===== config.mk =====
export PLATFORM = sky130hd
export DESIGN_NAME = cooler_alarm_supervisor
export DESIGN_NICKNAME = d
export VERILOG_FILES = /design/src/core/cas_pkg.sv /design/src/core/cas_fan_alarms.sv /design/src/core/cas_qualifier.sv /design/src/core/cooler_alarm_supervisor.sv
export VERILOG_INCLUDE_DIRS = /design/src /design/src/core
export SDC_FILE = /design/constraint.sdc
export NUM_CORES = 1
export LEC_CHECK = 0
export ABC_AREA = 1
export BUFFER_PORTS_ARGS = -buffer_cell sky130_fd_sc_hd__buf_2
export CAP_MARGIN = 25
export CORE_AREA = 2 2 97 99
export CTS_BUF_LIST = sky130_fd_sc_hd__clkbuf_4
export DETAILED_ROUTE_END_ITERATION = 6
export DIE_AREA = 0 0 99 101
export PLACE_DENSITY = 0.88
export SYNTH_ARGS = -nofsm -noshare
export SYNTH_HDL_FRONTEND = slang
export SYNTH_SLANG_ARGS = --single-unit

===== constraint.sdc =====
create_clock -name clk_i -period 5.4 [get_ports clk_i]
set_input_delay 1.35 -clock clk_i [delete_from_list [all_inputs] [get_ports clk_i]]
set_output_delay 1.35 -clock clk_i [all_outputs]
set_load 0.01 [all_outputs]

===== src/core/cas_regs.svh =====
// register offsets, field positions, reset values and thresholds
`ifndef CAS_REGS_SVH
`define CAS_REGS_SVH
`define CAS_ADDR_W 6
`define CAS_OFF_CONFIG 6'h00
`define CAS_OFF_ALARMS 6'h04
`define CAS_OFF_FAN_OFFLINE 6'h08
`define CAS_OFF_FAN_UNDERVOLT 6'h0C
`define CAS_OFF_FAN_CALIB 6'h10
`define CAS_OFF_FAN_FAULT 6'h14
`define CAS_OFF_INPUTS 6'h18
`define CAS_OFF_LOOP_CURRENT 6'h1C
`define CAS_OFF_FLUID_TEMP 6'h20
`define CAS_CONFIG_RESET 16'h0000
`define CAS_SRC_CUSTOMER 2'h0
`define CAS_SRC_LEAVING_FLUID_TEMP 2'h1
`define CAS_CURRENT_LOW_UA 16'h0B_B8
`define CAS_TEMP_HIGH_DECI 16'sh03_52
`define CAS_TEMP_RELEASE_DECI 16'sh03_34
`define CAS_MID_LOST_SEC 60
`define CAS_MID_BACK_SEC 3
`define CAS_BIT_UNDERVOLT 13
`define CAS_BIT_CALIB 11
`define CAS_BIT_FAULT 9
`define CAS_MAX_FANS 15
`endif


===== src/core/cas_pkg.sv =====
// shared types of the cooler alarm supervisor
package cas_pkg;
  // software configuration, bit layout of the config register
  typedef struct packed {
    logic [3:0] fan_count;
    logic [2:0] spare;
    logic input_is_loop;
    logic [5:0] spare_src;
    logic [1:0] control_source;
  } cas_config_t;
  // alarms of one fan
  typedef struct packed {
    logic fault;
    logic calib;
    logic undervolt;
    logic offline;
  } cas_fan_flags_t;
  // unit-level alarms
  typedef struct packed {
    logic general;
    logic high_temp;
    logic low_current;
    logic sump_mid;
  } cas_unit_alarms_t;
  typedef enum logic {
    CAS_SUMP_NORMAL,
    CAS_SUMP_ALARM
  } cas_sump_state_t;
  // a fan index is served while it does not exceed the configured count
  function automatic logic cas_fan_in_range(input int idx,
                                            input logic [3:0] count);
    return idx < 32'(count) + 1;
  endfunction
endpackage


===== src/core/cas_fan_alarms.sv =====
// per-fan alarms from polling timeouts and fan status words
`timescale 1ns/1ps
`include "cas_regs.svh"
module cas_fan_alarms
  import cas_pkg::*;
#(
  parameter int NUM_FANS = 8
)
(
  input wire logic clk_i,
  input wire logic rst_i,
  input wire logic [3:0] fan_count_i,
  input wire logic [NUM_FANS-1:0] fan_timeout_i,
  input wire logic [NUM_FANS-1:0][15:0] fan_status_i,
  output cas_fan_flags_t [NUM_FANS-1:0] flags_o
);
  cas_fan_flags_t [NUM_FANS-1:0] flags_reg;
  genvar i;
  generate
    for (i = 0; i < NUM_FANS; i++)
    begin : g_fan
      logic served;
      // fan i is fan number i+1
      assign served = cas_fan_in_range(i + 1, fan_count_i);
      // out-of-range fans drop every alarm at once
      always_ff @(posedge clk_i or posedge rst_i)
      begin
        if (rst_i)
          flags_reg[i] <= '0;
        else if (!served)
          flags_reg[i] <= '0;
        else
        begin
          flags_reg[i].offline <= fan_timeout_i[i];
          flags_reg[i].undervolt <=
            fan_status_i[i][`CAS_BIT_UNDERVOLT];
          flags_reg[i].calib <= fan_status_i[i][`CAS_BIT_CALIB];
          flags_reg[i].fault <= fan_status_i[i][`CAS_BIT_FAULT];
        end
      end
    end
  endgenerate
  assign flags_o = flags_reg;
endmodule


===== src/core/cas_qualifier.sv =====
// seconds qualifier: condition held for a whole number of ticks
`timescale 1ns/1ps
`include "cas_regs.svh"
module cas_qualifier
  import cas_pkg::*;
#(
  parameter int SECONDS = 3
)
(
  input wire logic clk_i,
  input wire logic rst_i,
  input wire logic tick_i,
  input wire logic cond_i,
  output logic held_o
);
  localparam int CW = $clog2(SECONDS + 1);
  logic [CW-1:0] count_reg;
  generate
    if (SECONDS < 1)
    begin : g_bad
      $error("qualifier needs at least one second");
    end
  endgenerate
  // restart at zero as soon as the condition drops
  always_ff @(posedge clk_i or posedge rst_i)
  begin
    if (rst_i)
      count_reg <= '0;
    else if (!cond_i)
      count_reg <= '0;
    else if (tick_i && count_reg != CW'(SECONDS))
      count_reg <= count_reg + CW'(1);
  end
  assign held_o = cond_i && (count_reg == CW'(SECONDS));
endmodule


===== src/core/cooler_alarm_supervisor.sv =====
// cooler alarm supervisor: sump, loop current, fluid temp, fan alarms
//
// Behaviour
// - sump alarm on low, high, or mid lost 60s
// - sump alarm clears after mid true 3s, with low and high floats off
// - low current alarm: customer input, loop, <=3mA
// - low current releases above 3mA or config change
// - low current alarm forces emergency mode
// - high temp alarm: temp control, above 85.0C
// - high temp releases at 82C or config change
// - fan offline follows its polling timeout
// - only fans within configured count alarm
// - fans beyond count drop all alarms
// - fan undervoltage mirrors status high-byte bit 5
// - fan calibration error mirrors high-byte bit 3
// - fan fault mirrors high-byte bit 1
//
// Local design decisions: the register addresses and the Avalon-MM register port.
`timescale 1ns/1ps
`include "cas_regs.svh"
module cooler_alarm_supervisor
  import cas_pkg::*;
#(
  parameter int NUM_FANS = 8
)
(
  input wire logic clk_i,
  input wire logic rst_i,
  // avalon-mm slave
  input wire logic [`CAS_ADDR_W-1:0] avs_address_i,
  input wire logic avs_read_i,
  input wire logic avs_write_i,
  input wire logic [31:0] avs_writedata_i,
  input wire logic [3:0] avs_byteenable_i,
  output logic [31:0] avs_readdata_o,
  output logic avs_waitrequest_o,
  // field inputs
  input wire logic sec_tick_i,
  input wire logic low_float_i,
  input wire logic mid_float_i,
  input wire logic high_float_i,
  input wire logic [15:0] loop_current_ua_i,
  input wire logic signed [15:0] leaving_fluid_temp_i,
  input wire logic [NUM_FANS-1:0] fan_timeout_i,
  input wire logic [NUM_FANS-1:0][15:0] fan_status_i,
  // outputs
  output logic general_alarm_o,
  output logic emergency_mode_o
);

  // ----------------------------------------------------------------
  // parameter check
  // ----------------------------------------------------------------
  generate
    if (NUM_FANS < 1 || NUM_FANS > `CAS_MAX_FANS)
    begin : g_bad_fans
      $error("NUM_FANS must lie between 1 and the fan count field limit");
    end
  endgenerate

  // ----------------------------------------------------------------
  // declarations
  // ----------------------------------------------------------------
  cas_config_t config_reg;
  cas_config_t config_next;
  cas_sump_state_t sump_state_reg;
  cas_sump_state_t sump_state_next;
  logic low_current_reg;
  logic low_current_next;
  logic high_temp_reg;
  logic high_temp_next;
  logic general_reg;
  logic ack_reg;
  logic [31:0] readdata_reg;
  logic [31:0] read_value;
  logic request;
  logic write_now;
  logic mid_lost_held;
  logic mid_back_held;
  logic sump_trigger;
  logic on_customer;
  logic on_temp_ctrl;
  logic current_low;
  logic temp_over;
  logic temp_under;
  logic any_fan_alarm;
  cas_fan_flags_t [NUM_FANS-1:0] fan_flags;
  cas_unit_alarms_t unit_alarms;
  logic [NUM_FANS-1:0] offline_vec;
  logic [NUM_FANS-1:0] undervolt_vec;
  logic [NUM_FANS-1:0] calib_vec;
  logic [NUM_FANS-1:0] fault_vec;

  // ----------------------------------------------------------------
  // helpers
  // ----------------------------------------------------------------
  // merge a write into a word under the byte enables
  function automatic logic [31:0] merge_bytes(input logic [31:0] old,
                                              input logic [31:0] data,
                                              input logic [3:0] be);
    logic [31:0] res;
    res = old;
    for (int b = 0; b < 4; b++)
    begin
      if (be[b])
        res[b*8 +: 8] = data[b*8 +: 8];
    end
    return res;
  endfunction

  // fan vectors widened to a bus word, upper bits zero
  function automatic logic [31:0] widen(input logic [NUM_FANS-1:0] v);
    logic [31:0] res;
    res = '0;
    res[NUM_FANS-1:0] = v;
    return res;
  endfunction

  // ----------------------------------------------------------------
  // avalon slave: one wait cycle on every access
  // ----------------------------------------------------------------
  // the wait cycle lets read data come from a flop, not the decoder
  assign request = avs_read_i || avs_write_i;
  assign avs_waitrequest_o = request && !ack_reg;
  assign write_now = avs_write_i && ack_reg;

  always_ff @(posedge clk_i or posedge rst_i)
  begin
    if (rst_i)
      ack_reg <= 1'b0;
    else
      ack_reg <= request && !ack_reg;
  end

  always_comb
  begin
    read_value = '0;
    case (avs_address_i)
      `CAS_OFF_CONFIG:
        read_value = 32'(config_reg);
      `CAS_OFF_ALARMS:
        read_value = 32'(unit_alarms);
      `CAS_OFF_FAN_OFFLINE:
        read_value = widen(offline_vec);
      `CAS_OFF_FAN_UNDERVOLT:
        read_value = widen(undervolt_vec);
      `CAS_OFF_FAN_CALIB:
        read_value = widen(calib_vec);
      `CAS_OFF_FAN_FAULT:
        read_value = widen(fault_vec);
      `CAS_OFF_INPUTS:
        read_value = {27'h000_0000, mid_back_held, mid_lost_held,
                      high_float_i, mid_float_i, low_float_i};
      `CAS_OFF_LOOP_CURRENT:
        read_value = {16'h0000, loop_current_ua_i};
      `CAS_OFF_FLUID_TEMP:
        read_value = {{16{leaving_fluid_temp_i[15]}}, leaving_fluid_temp_i};
      default:
        read_value = '0;
    endcase
  end

  always_ff @(posedge clk_i or posedge rst_i)
  begin
    if (rst_i)
      readdata_reg <= '0;
    else if (avs_read_i && !ack_reg)
      readdata_reg <= read_value;
  end

  assign avs_readdata_o = readdata_reg;

  // ----------------------------------------------------------------
  // configuration register
  // ----------------------------------------------------------------
  // unused fields are forced to zero so they read back as zero
  always_comb
  begin
    config_next = config_reg;
    if (write_now && avs_address_i == `CAS_OFF_CONFIG)
    begin
      config_next = cas_config_t'(16'(merge_bytes(32'(config_reg),
                                                  avs_writedata_i,
                                                  avs_byteenable_i)));
      config_next.spare = '0;
      config_next.spare_src = '0;
    end
  end

  always_ff @(posedge clk_i or posedge rst_i)
  begin
    if (rst_i)
      config_reg <= cas_config_t'(`CAS_CONFIG_RESET);
    else
      config_reg <= config_next;
  end

  // ----------------------------------------------------------------
  // sump mid-level alarm
  // ----------------------------------------------------------------
  cas_qualifier #(
    .SECONDS(`CAS_MID_LOST_SEC)
  ) u_mid_lost (
    .clk_i(clk_i),
    .rst_i(rst_i),
    .tick_i(sec_tick_i),
    .cond_i(!mid_float_i),
    .held_o(mid_lost_held)
  );

  cas_qualifier #(
    .SECONDS(`CAS_MID_BACK_SEC)
  ) u_mid_back (
    .clk_i(clk_i),
    .rst_i(rst_i),
    .tick_i(sec_tick_i),
    .cond_i(mid_float_i),
    .held_o(mid_back_held)
  );

  assign sump_trigger = low_float_i || high_float_i || mid_lost_held;

  // a standing trigger keeps the alarm even once the mid float is back
  always_comb
  begin
    sump_state_next = sump_state_reg;
    case (sump_state_reg)
      CAS_SUMP_NORMAL:
      begin
        if (sump_trigger)
          sump_state_next = CAS_SUMP_ALARM;
      end
      CAS_SUMP_ALARM:
      begin
        if (mid_back_held && !sump_trigger)
          sump_state_next = CAS_SUMP_NORMAL;
      end
      default:
        sump_state_next = CAS_SUMP_NORMAL;
    endcase
  end

  always_ff @(posedge clk_i or posedge rst_i)
  begin
    if (rst_i)
      sump_state_reg <= CAS_SUMP_NORMAL;
    else
      sump_state_reg <= sump_state_next;
  end

  // ----------------------------------------------------------------
  // low customer input current alarm
  // ----------------------------------------------------------------
  assign on_customer = config_reg.control_source == `CAS_SRC_CUSTOMER;
  assign current_low = loop_current_ua_i <= `CAS_CURRENT_LOW_UA;

  // set and release are exact complements, so this is a plain level
  always_comb
  begin
    low_current_next = low_current_reg;
    if (on_customer && config_reg.input_is_loop && current_low)
      low_current_next = 1'b1;
    else
      low_current_next = 1'b0;
  end

  always_ff @(posedge clk_i or posedge rst_i)
  begin
    if (rst_i)
      low_current_reg <= 1'b0;
    else
      low_current_reg <= low_current_next;
  end

  assign emergency_mode_o = low_current_reg;

  // ----------------------------------------------------------------
  // high leaving fluid temperature alarm
  // ----------------------------------------------------------------
  assign on_temp_ctrl =
    config_reg.control_source == `CAS_SRC_LEAVING_FLUID_TEMP;
  assign temp_over = leaving_fluid_temp_i > `CAS_TEMP_HIGH_DECI;
  assign temp_under = leaving_fluid_temp_i <= `CAS_TEMP_RELEASE_DECI;

  // between the two limits the alarm keeps its last value
  always_comb
  begin
    high_temp_next = high_temp_reg;
    if (!on_temp_ctrl)
      high_temp_next = 1'b0;
    else if (temp_over)
      high_temp_next = 1'b1;
    else if (temp_under)
      high_temp_next = 1'b0;
  end

  always_ff @(posedge clk_i or posedge rst_i)
  begin
    if (rst_i)
      high_temp_reg <= 1'b0;
    else
      high_temp_reg <= high_temp_next;
  end

  // ----------------------------------------------------------------
  // per-fan alarms
  // ----------------------------------------------------------------
  cas_fan_alarms #(
    .NUM_FANS(NUM_FANS)
  ) u_fans (
    .clk_i(clk_i),
    .rst_i(rst_i),
    .fan_count_i(config_reg.fan_count),
    .fan_timeout_i(fan_timeout_i),
    .fan_status_i(fan_status_i),
    .flags_o(fan_flags)
  );

  genvar f;
  generate
    for (f = 0; f < NUM_FANS; f++)
    begin : g_unpack
      assign offline_vec[f] = fan_flags[f].offline;
      assign undervolt_vec[f] = fan_flags[f].undervolt;
      assign calib_vec[f] = fan_flags[f].calib;
      assign fault_vec[f] = fan_flags[f].fault;
    end
  endgenerate

  assign any_fan_alarm = |{offline_vec, undervolt_vec, calib_vec, fault_vec};

  // ----------------------------------------------------------------
  // general alarm
  // ----------------------------------------------------------------
  // registered, so it trails the individual alarms by one cycle
  always_ff @(posedge clk_i or posedge rst_i)
  begin
    if (rst_i)
      general_reg <= 1'b0;
    else
      general_reg <= (sump_state_reg == CAS_SUMP_ALARM) ||
                     low_current_reg || high_temp_reg ||
                     any_fan_alarm;
  end

  assign general_alarm_o = general_reg;

  always_comb
  begin
    unit_alarms.sump_mid = sump_state_reg == CAS_SUMP_ALARM;
    unit_alarms.low_current = low_current_reg;
    unit_alarms.high_temp = high_temp_reg;
    unit_alarms.general = general_reg;
  end

endmodule


# After elaboration in Yosys (flattened, before gate mapping)
# Cells that the tools add are included.
# W data, S select, Z words.
# totals
ff_bits,84
input_bits,218
out_inout_bits,35
# op_classes
n_addsub,3
n_lt_le_gt_ge,11
eq_ne,15
muxes,20
n_bitwise,1
n_reduce_logical,26
# ops
op,n
$pmux W32 S9,1
$lt A3 B32 Y1 const A,4
$lt A2 B32 Y1 const A,2
$lt A4 B32 Y1 const A,1
$mux W4,8
$reduce_or A32 Y1,1
$eq A6 B5 Y1 const B,4
$gt A16 B11 Y1 const B,1
$le A16 B11 Y1 const B,1
$le A16 B12 Y1 const B,1
$eq A6 B4 Y1 const B,2
$eq A6 B6 Y1 const B,2
$mux W6,2
$logic_and A1 B1 Y1,11
$add A6 B1 Y6 const B,1
$eq A6 B3 Y1 const B,1
$logic_not A6 Y1,1
$logic_or A1 B1 Y1,6
$mux W1,6
$ne A6 B6 Y1 const B,1
$add A4 B1 Y5 const B,1
$lt A1 B5 Y1 const A,1
$mux W2,2
$reduce_and A2 Y1,2
other kinds (11),13

# Depth between registers and ports, before layout
# Gate-level depths: netlist of the first run.
# logic_depth
word_depth,7
depth_mapped,10
ltp_nobuf,10

# By module
# A second synthesis of the first run with hierarchy kept.
# unflattened
cells_unflattened,561
hier_area_um2,4057.6
# modules_own_cells
mod,instances,cells_each,area_per_inst_um2,seq_area_each_um2
cooler_alarm_supervisor,1,364,2278.4,725.7
cas_fan_alarms,1,128,1271.2,800.8
cas_qualifier (u_mid_lost),1,54,390.4,150.1
cas_qualifier (u_mid_back),1,15,117.6,50.0

# Least setup slack after synthesis of the first run
# No wires, ideal clock.
# synth_path
path_kind,input -> output
start,in avs_read_i
end,out avs_waitrequest_o
t_arrival_ps,1559
slack_ps,2491
path_stages,2
path_cell_list,nor2_1 > nor2_1
# synth_between
elab_chain_cells,2
# synth_rtl
item,line,text
"start, declared",cooler_alarm_supervisor.sv:31,"input wire logic avs_read_i,"
$logic_or A1 B1 Y1,cooler_alarm_supervisor.sv:123,assign request = avs_read_i || avs_write_i;
$logic_and A1 B1 Y1,cooler_alarm_supervisor.sv:124,assign avs_waitrequest_o = request && !ack_reg;
"end, declared",cooler_alarm_supervisor.sv:36,"output logic avs_waitrequest_o,"
# Every way passes these cells.

# Final worst setup path of the first run
# Ends and elaborated chain as after synthesis.

==> impl_results.md, run 1 <==
- Outcome: finished clean
- Layout cells sized above 1: 0.250
- CTS tree: done
- YS warnings: 0
- Endpoints failing hold: 0
- HPWL after detailed placement: 7.94 mm
- Setup crit start kind: primary input
- Final instance area: 4740 sq um
- Met2 routed WL: 4.53 mm
- Max Cap Viol: 0
- Crit path from: avs_read_i
- DIE WIDTH: 99 microns
- Crit path time final: 3090 ps
- Post-Syn Area: 3970 sq um
- Initial antenna violation count: 1
- Setup TNS: 0 ps
- Buffer depth of the longest clock path: 2
- Clk sinks: between 60 and 70
- Largest net degree at the start of global routing: 36
- Die H: between 100 and 150 microns
- Metal3 WL: 872 microns
- Pre-CTS WS: 2310 ps
- Distinct cell type count after synthesis: 34
- Synthesis-to-layout area growth: 19.5%
- #FFs+latches synth: 69
- Crit Reg-Reg Endpoint: avs_readdata_o[30]
- Post-synth top area cell: dfrtp_1
- Worst-Skew Late Latency: roughly 410 ps
- Pre-Repair DR Iteration Count: 5
- Vias per cell: around 4.8
- Post-Syn Instances: 539
- Top routing layer in use: met4
- CTS resizes: 0
- Die area: about 10000 sq um
- Worst Path Required: roughly 4100 ps
- Routed Antenna Nets: 0
- Syn_nets: 763
- Reg2reg setup slack: 3290 ps
- Slew Limit Fails: 0
- Worst Skew: 13.6 ps
- Row cnt: 35
- WL/cell: 13.1 microns
- Post-place instance area: about 4600 sq um
- Vias: 3,723
- Drt total wl: ~10 mm
- Setup repair bufs after CTS: 0
- Worst-margin pin slew: 736 ps
- Final net count: 875
- Worst r2r path cells: 3
- Leakage: 0.00272 uW
- Initial Utilization: 0.442
- Worst Setup End Kind: primary output
- Root Buffer: clkbuf_4
- Max reg flops: 32
- Power Total: 1130 uW
- HP Start: ack_reg
- Area share of the largest cell type after synthesis: 0.435
- Core Area: around 9000 sq um
- Metal-1 WL: approximately 4.5 mm
- First-pass GRT wire length: 16.2 mm
- Hold path cells: 1
- Vias in the first global route: 3,509
- Sequential share of the synthesized area: 0.435
- H-tree Lvls: 3
- Num CTS Buffers: 9
- Critical setup path kind: in2out
- PwrDens: 238 nW/um^2
- Tcrit/Tclk final: 0.572
- # IOs: 253
- Min setup slack post-route: 2310 ps
- Maximum clock frequency: 324 MHz
- # hold bufs at CTS: 0
- Max-Slew Margin vs Limit: 0.508
- Clk pin slew, worst setup/hold paths: roughly 120 ps
- # setup viols final: 0
- Min-Delay Endpoint: ack_reg
- Initial DRC count: 275
- IO buf count: 121
- Final Wtd Congestion: 0.874
- Worst min path class: reg2reg
- GRT Residual Overflow: 0
- Peak VDD IR: ~150 uV
- Unrepaired setup endpoints after global routing: no
- CP Max Fanout: 2
- Mean Syn Cell Area: 7.36 sq um
- GRT Total Usage: 0.205
- Top cells by area, synth: dfrtp_1 (44%), nand2_1 (13%), inv_1 (8.4%)
- Worst Path Arrival: roughly 1700 ps
- DRC Markers: 0
- Worst reg2reg path startpoint: ack_reg
stage by stage:
step,std cells,utilization,hold WS [ps]
2_1_floorplan,539,-,462
3_3_place_gp,751,0.508,459
3_5_place_dp,751,0.508,460
4_1_cts,767,0.528,488
5_1_grt,768,0.528,510
6_report,768,0.528,487
worst max path at each step:
stage,to,slack [ps]
finish,avs_waitrequest_o,2310
global route,avs_waitrequest_o,2260
CTS,avs_waitrequest_o,2310
detailed placement,avs_waitrequest_o,2310
global placement,avs_waitrequest_o,2320
floorplan,ack_reg,2310
placed cells by master, fill, tap and decap left out:
master / instances
buf_2: 121
nor4_1: 8
nand3_1: 25
nand2_4: 2
diode_2: 1
nor2_8: 1
clkbuf_4: 9
nand2_1: 142
nand3_2: 2
nand3_4: 3
clkinvlp_4: 1
nand3b_1: 1
nor2_1: 80
ha_1: 6
o21a_1: 1
a21oi_1: 10
a22o_1: 1
nor2b_1: 1
dfrtp_1: 69
xor2_1: 1
buf_4: 1
clkinv_2: 3
inv_1: 88
nor2_4: 6
clkinv_4: 1
bufinv_16: 3
nand4_1: 17
nor3_1: 8
nor2_2: 4
nand2_2: 1
o21ai_0: 20
o22ai_1: 2
o211ai_1: 2
inv_2: 4
and3_1: 1
clkinv_1: 3
a21oi_2: 2
o21ai_1: 6
area by class of cell:
class / count / area, sq um
sequential: 69 / 1730
timing repair buffer: 122 / 613
antenna: 1 / 2.50
tap: 111 / 139
fill: 874 / 4240
multi-input combinational: 353 / 1710
clock buffer: 9 / 67.6
inverter: 96 / 364
clock inverter: 7 / 114
critical path, stage by stage:
cell,delay (ps)
buf_2,110
nor2_1,90
nor2_1,50
buf_2,130
kinds of logic after synthesis:
group,count (synthesis),share of synthesized area
fa+ha+maj,6,0.0189
buf+inv,117,0.133
flops,69,0.435
compound gates,44,0.0608
simple gates,302,0.350
xor+xnor,1,0.00221
power by group:
| part | internal, uW | switching [uW] |
|---|---|---|
| sequential | 541 | 17.9 |
| combinational | 55.7 | 96.0 |
| clock | 232 | 185 |
| total | 829 | 299 |
layer usage:
metal | vias up | track usage
met3 | 15 | 0.0506
met4 | 0 | 0.0664
li1 | 1889 | -
met1 | 1661 | 0.278
met5 | - | 0
met2 | 158 | 0.323
Yosys cell counts:
cell type / count
nand3_1: 25
inv_1: 89
o21ai_1: 6
a21oi_1: 10
nand4_1: 17
dfrtp_1: 69
nor2_1: 80
buf_2: 2
nor2b_1: 1
buf_4: 16
inv_2: 3
clkinv_2: 3
o211ai_1: 2
nor2_2: 4
o21ai_0: 20
nor3_1: 8
buf_6: 3
nand3_2: 2
nand2_4: 2
nand3_4: 3
a21oi_2: 2
o21a_1: 1
nor4_1: 8
nand2_1: 142
xor2_1: 1
and3_1: 1
a22o_1: 1
ha_1: 6
nor2_4: 6
o22ai_1: 2
nand2_2: 1
clkinv_1: 1
nand3b_1: 1
nor2_8: 1
Note: power is estimated with default switching activity, not from simulation.
==> run 2: changes to the inputs <==
CORE_AREA = 2 2 79 137   (was 2 2 97 99)
DIE_AREA = 0 0 81 139   (was 0 0 99 101)
PLACE_DENSITY = 0.83   (was 0.88)
clock period = 2.6 ns   (was 5.4 ns; I/O delays follow)
==> run 2 against run 1 <==
  * Count of clock-buffer cells in the layout is 2 higher
  * Global-route usage is 1.8 points lower
  * First-iteration DRC count is 6.5% lower
==> impl_results.md, run 2 (synthesis results as in run 1) <==
- Delay-heaviest family, CP: flip-flops (was buffers and inverters)
- Worst-Skew Late Latency: 440 ps (was 410 ps)
- Drt total wl: 10.0 mm (was 10.1 mm)
- DRC Markers: 0 (unchanged)
- PwrDens: 455 nW/um^2 (was 238 nW/um^2)
- Setup TNS: 0 ps (unchanged)
- Leakage: 0.00272 uW (about the same)
- Worst-margin pin slew: 507 ps (was 736 ps)
- Peak VDD IR: 281 uV (was 149 uV)
- # IOs: 253 (unchanged)
- Crit path buf inv count: 1 (was 2)
- Reg2reg setup slack: 990 ps (was 3290 ps)
- Critical setup path kind: reg2out (was in2out)
- Buffer depth of the longest clock path: 2 (unchanged)
- Commonest cells after routing, fill and taps aside: nand2_1 (142), buf_2 (121), inv_1 (88) (unchanged)
- Psw: 608 uW (was 299 uW)
- Clk sinks: 69 (unchanged)
- Initial antenna violation count: 1 (unchanged)
- Worst Path Arrival: 1210 ps (was 1740 ps)
- Max Cap Viol: 0 (unchanged)
- Row cnt: 49 (was 35)
- Initial Utilization: 0.390 (was 0.442)
- Worst Skew: 19.1 ps (was 13.6 ps)
- CTS resizes: 0 (unchanged)
- Sw Ratio: 0.281 (was 0.265)
- Max-Slew Margin vs Limit: 0.662 (was 0.508)
- DIE WIDTH: 81 microns (was 99 microns)
- Tcrit/Tclk final: 0.714
- H-tree Lvls: 3 (unchanged)
- # setup viols final: 0 (unchanged)
- Die H: 139 microns (was 101 microns)
- Worst min path class: in2async (was reg2reg)
- Setup repair bufs after CTS: 0 (unchanged)
- Seq. cell area: 1730 sq um (unchanged)
- Crit path time final: around 1900 ps
- CTS tree: done (unchanged)
- Die area: 11,300 sq um (was 10000 sq um)
- Multi-input combinational cell area: 1710 sq um (unchanged)
- Endpoints failing hold: 0 (unchanged)
- Num CTS Buffers: 9 (unchanged)
- Final Wtd Congestion: 0.893 (was 0.874)
- Root Buffer: clkbuf_4 (unchanged)
- Max reg flops: 32 (unchanged)
- Initial DRC count: 257 (was 275)
- Clk pin slew, worst setup/hold paths: 120 ps (about the same)
- Core Area: 10,200 sq um (was 8980 sq um)
- Unrepaired setup endpoints after global routing: no (unchanged)
- Int Power: 1550 uW (was 829 uW)
- Layout cells sized above 1: 0.255 (was 0.250)
- Most common cell after layout, fill and taps aside: nand2_1 (unchanged)
- Min setup slack post-route: 745 ps (was 2310 ps)
- Worst Setup End Kind: primary output (unchanged)
- Vias in the first global route: 3,492 (was 3,509)
- Final instance area: 4750 sq um (was 4740 sq um)
- Pre-CTS WS: 571 ps (was 2310 ps)
- First-pass GRT wire length: 16.0 mm (was 16.2 mm)
- HPWL after detailed placement: 8.21 mm (was 7.94 mm)
- Routed Antenna Nets: 0 (unchanged)
- GRT Residual Overflow: 0 (unchanged)
- Synthesis-to-layout area growth: 19.6% (was 19.5%)
- IO buf count: 121 (unchanged)
- Hold WS: 221 ps (was 487 ps)
- Crit path cell chain: buf_2 (was buf_2 > nor2_1 > nor2_1 > buf_2)
- Final net count: 878 (was 875)
- Critical path's slowest cell: dfrtp_1 (was buf_2)
- WL/cell: 12.7 microns (was 13.1 microns)
- Setup crit start kind: flip-flop (was primary input)
- Fillers: 1,090 (was 874)
- Maximum clock frequency: 539 MHz
- Sequential Power Share: 0.535 (was 0.496)
- Worst Path Required: 1950 ps (was 4050 ps)
- Slew Limit Fails: 0 (unchanged)
- Outcome: finished clean (unchanged)
- Post-place instance area: 4610 sq um (was 4560 sq um)
- Vias: 3,661 (was 3,723)
- Largest net degree at the start of global routing: 48 (was 36)
- Comb power frac: 0.148 (was 0.134)
- Vias per cell: 4.65 (was 4.85)
- GRT Total Usage: 0.187 (was 0.205)
- CP max stage delay: 560 ps (was 130 ps)
- Power share of the clock group: 0.317 (was 0.370)
- CP Max Fanout: 17 (was 2)
- # hold bufs at CTS: 0 (unchanged)
- Pre-Repair DR Iteration Count: 4 (was 5)
==> run 2: cell count changes in the layout (fill, tap and decap cells not counted) <==
cell       previous run  this run
buf_4                 1         3
bufinv_16             3         1
clkbuf_4              9        11
clkinv_2              3         5
buf_12                0         1
clkinv_1              3         2
clkinv_4              1         0
==> run 2: final timing paths <==
check / startpoint / to / depth (start not counted)
min in group clk_i: fan_timeout_i[1] / u_fans.flags_o[4] / 3
hold reg to reg: avs_readdata_o[10] / avs_readdata_o[10] / 2
max in group asynchronous: rst_i / u_fans.flags_o[2] / 3
hold / removal: rst_i / ack_reg / 2
setup / recovery: avs_readdata_o[30] / avs_readdata_o[21] / 1
setup reg to reg: config_reg[13] / u_fans.flags_o[5] / 10
==> run 2: through the flow <==
stage               std cells   util  power (uW)
detailed placement        770  0.453        1500
global placement          770  0.453        1490
floorplan                 539      -        1360
global route              787  0.467        2280
CTS                       786  0.466        2180
finish                    787  0.467        2160
==> run 2: cell type report <==
type / instances / share of cell area
antenna: 1 / 0.000527
clock buffer: 11 / 0.0174
clock inverter: 5 / 0.0108
inverter: 96 / 0.0767
multi-input combinational: 353 / 0.361
sequential: 69 / 0.364
tap: 127 / 0.0335
timing repair buffer: 125 / 0.136
==> run 2: layer usage <==
layer  GRT usage  up-vias  wire (microns)
met2       0.309      128            5110
met3      0.0358       39             574
li1            -     1903               -
met4       0.121        0             469
met5           0        -               0
met1       0.213     1591            3850
==> run 2: power groups by stage <==
stage	sequential, uW	clock (uW)	combinational [uW]
floorplan	1180	0	181
global placement	1180	0	316
detailed placement	1180	0	321
CTS	1160	702	322
global route	1170	749	363
finish	1160	685	319
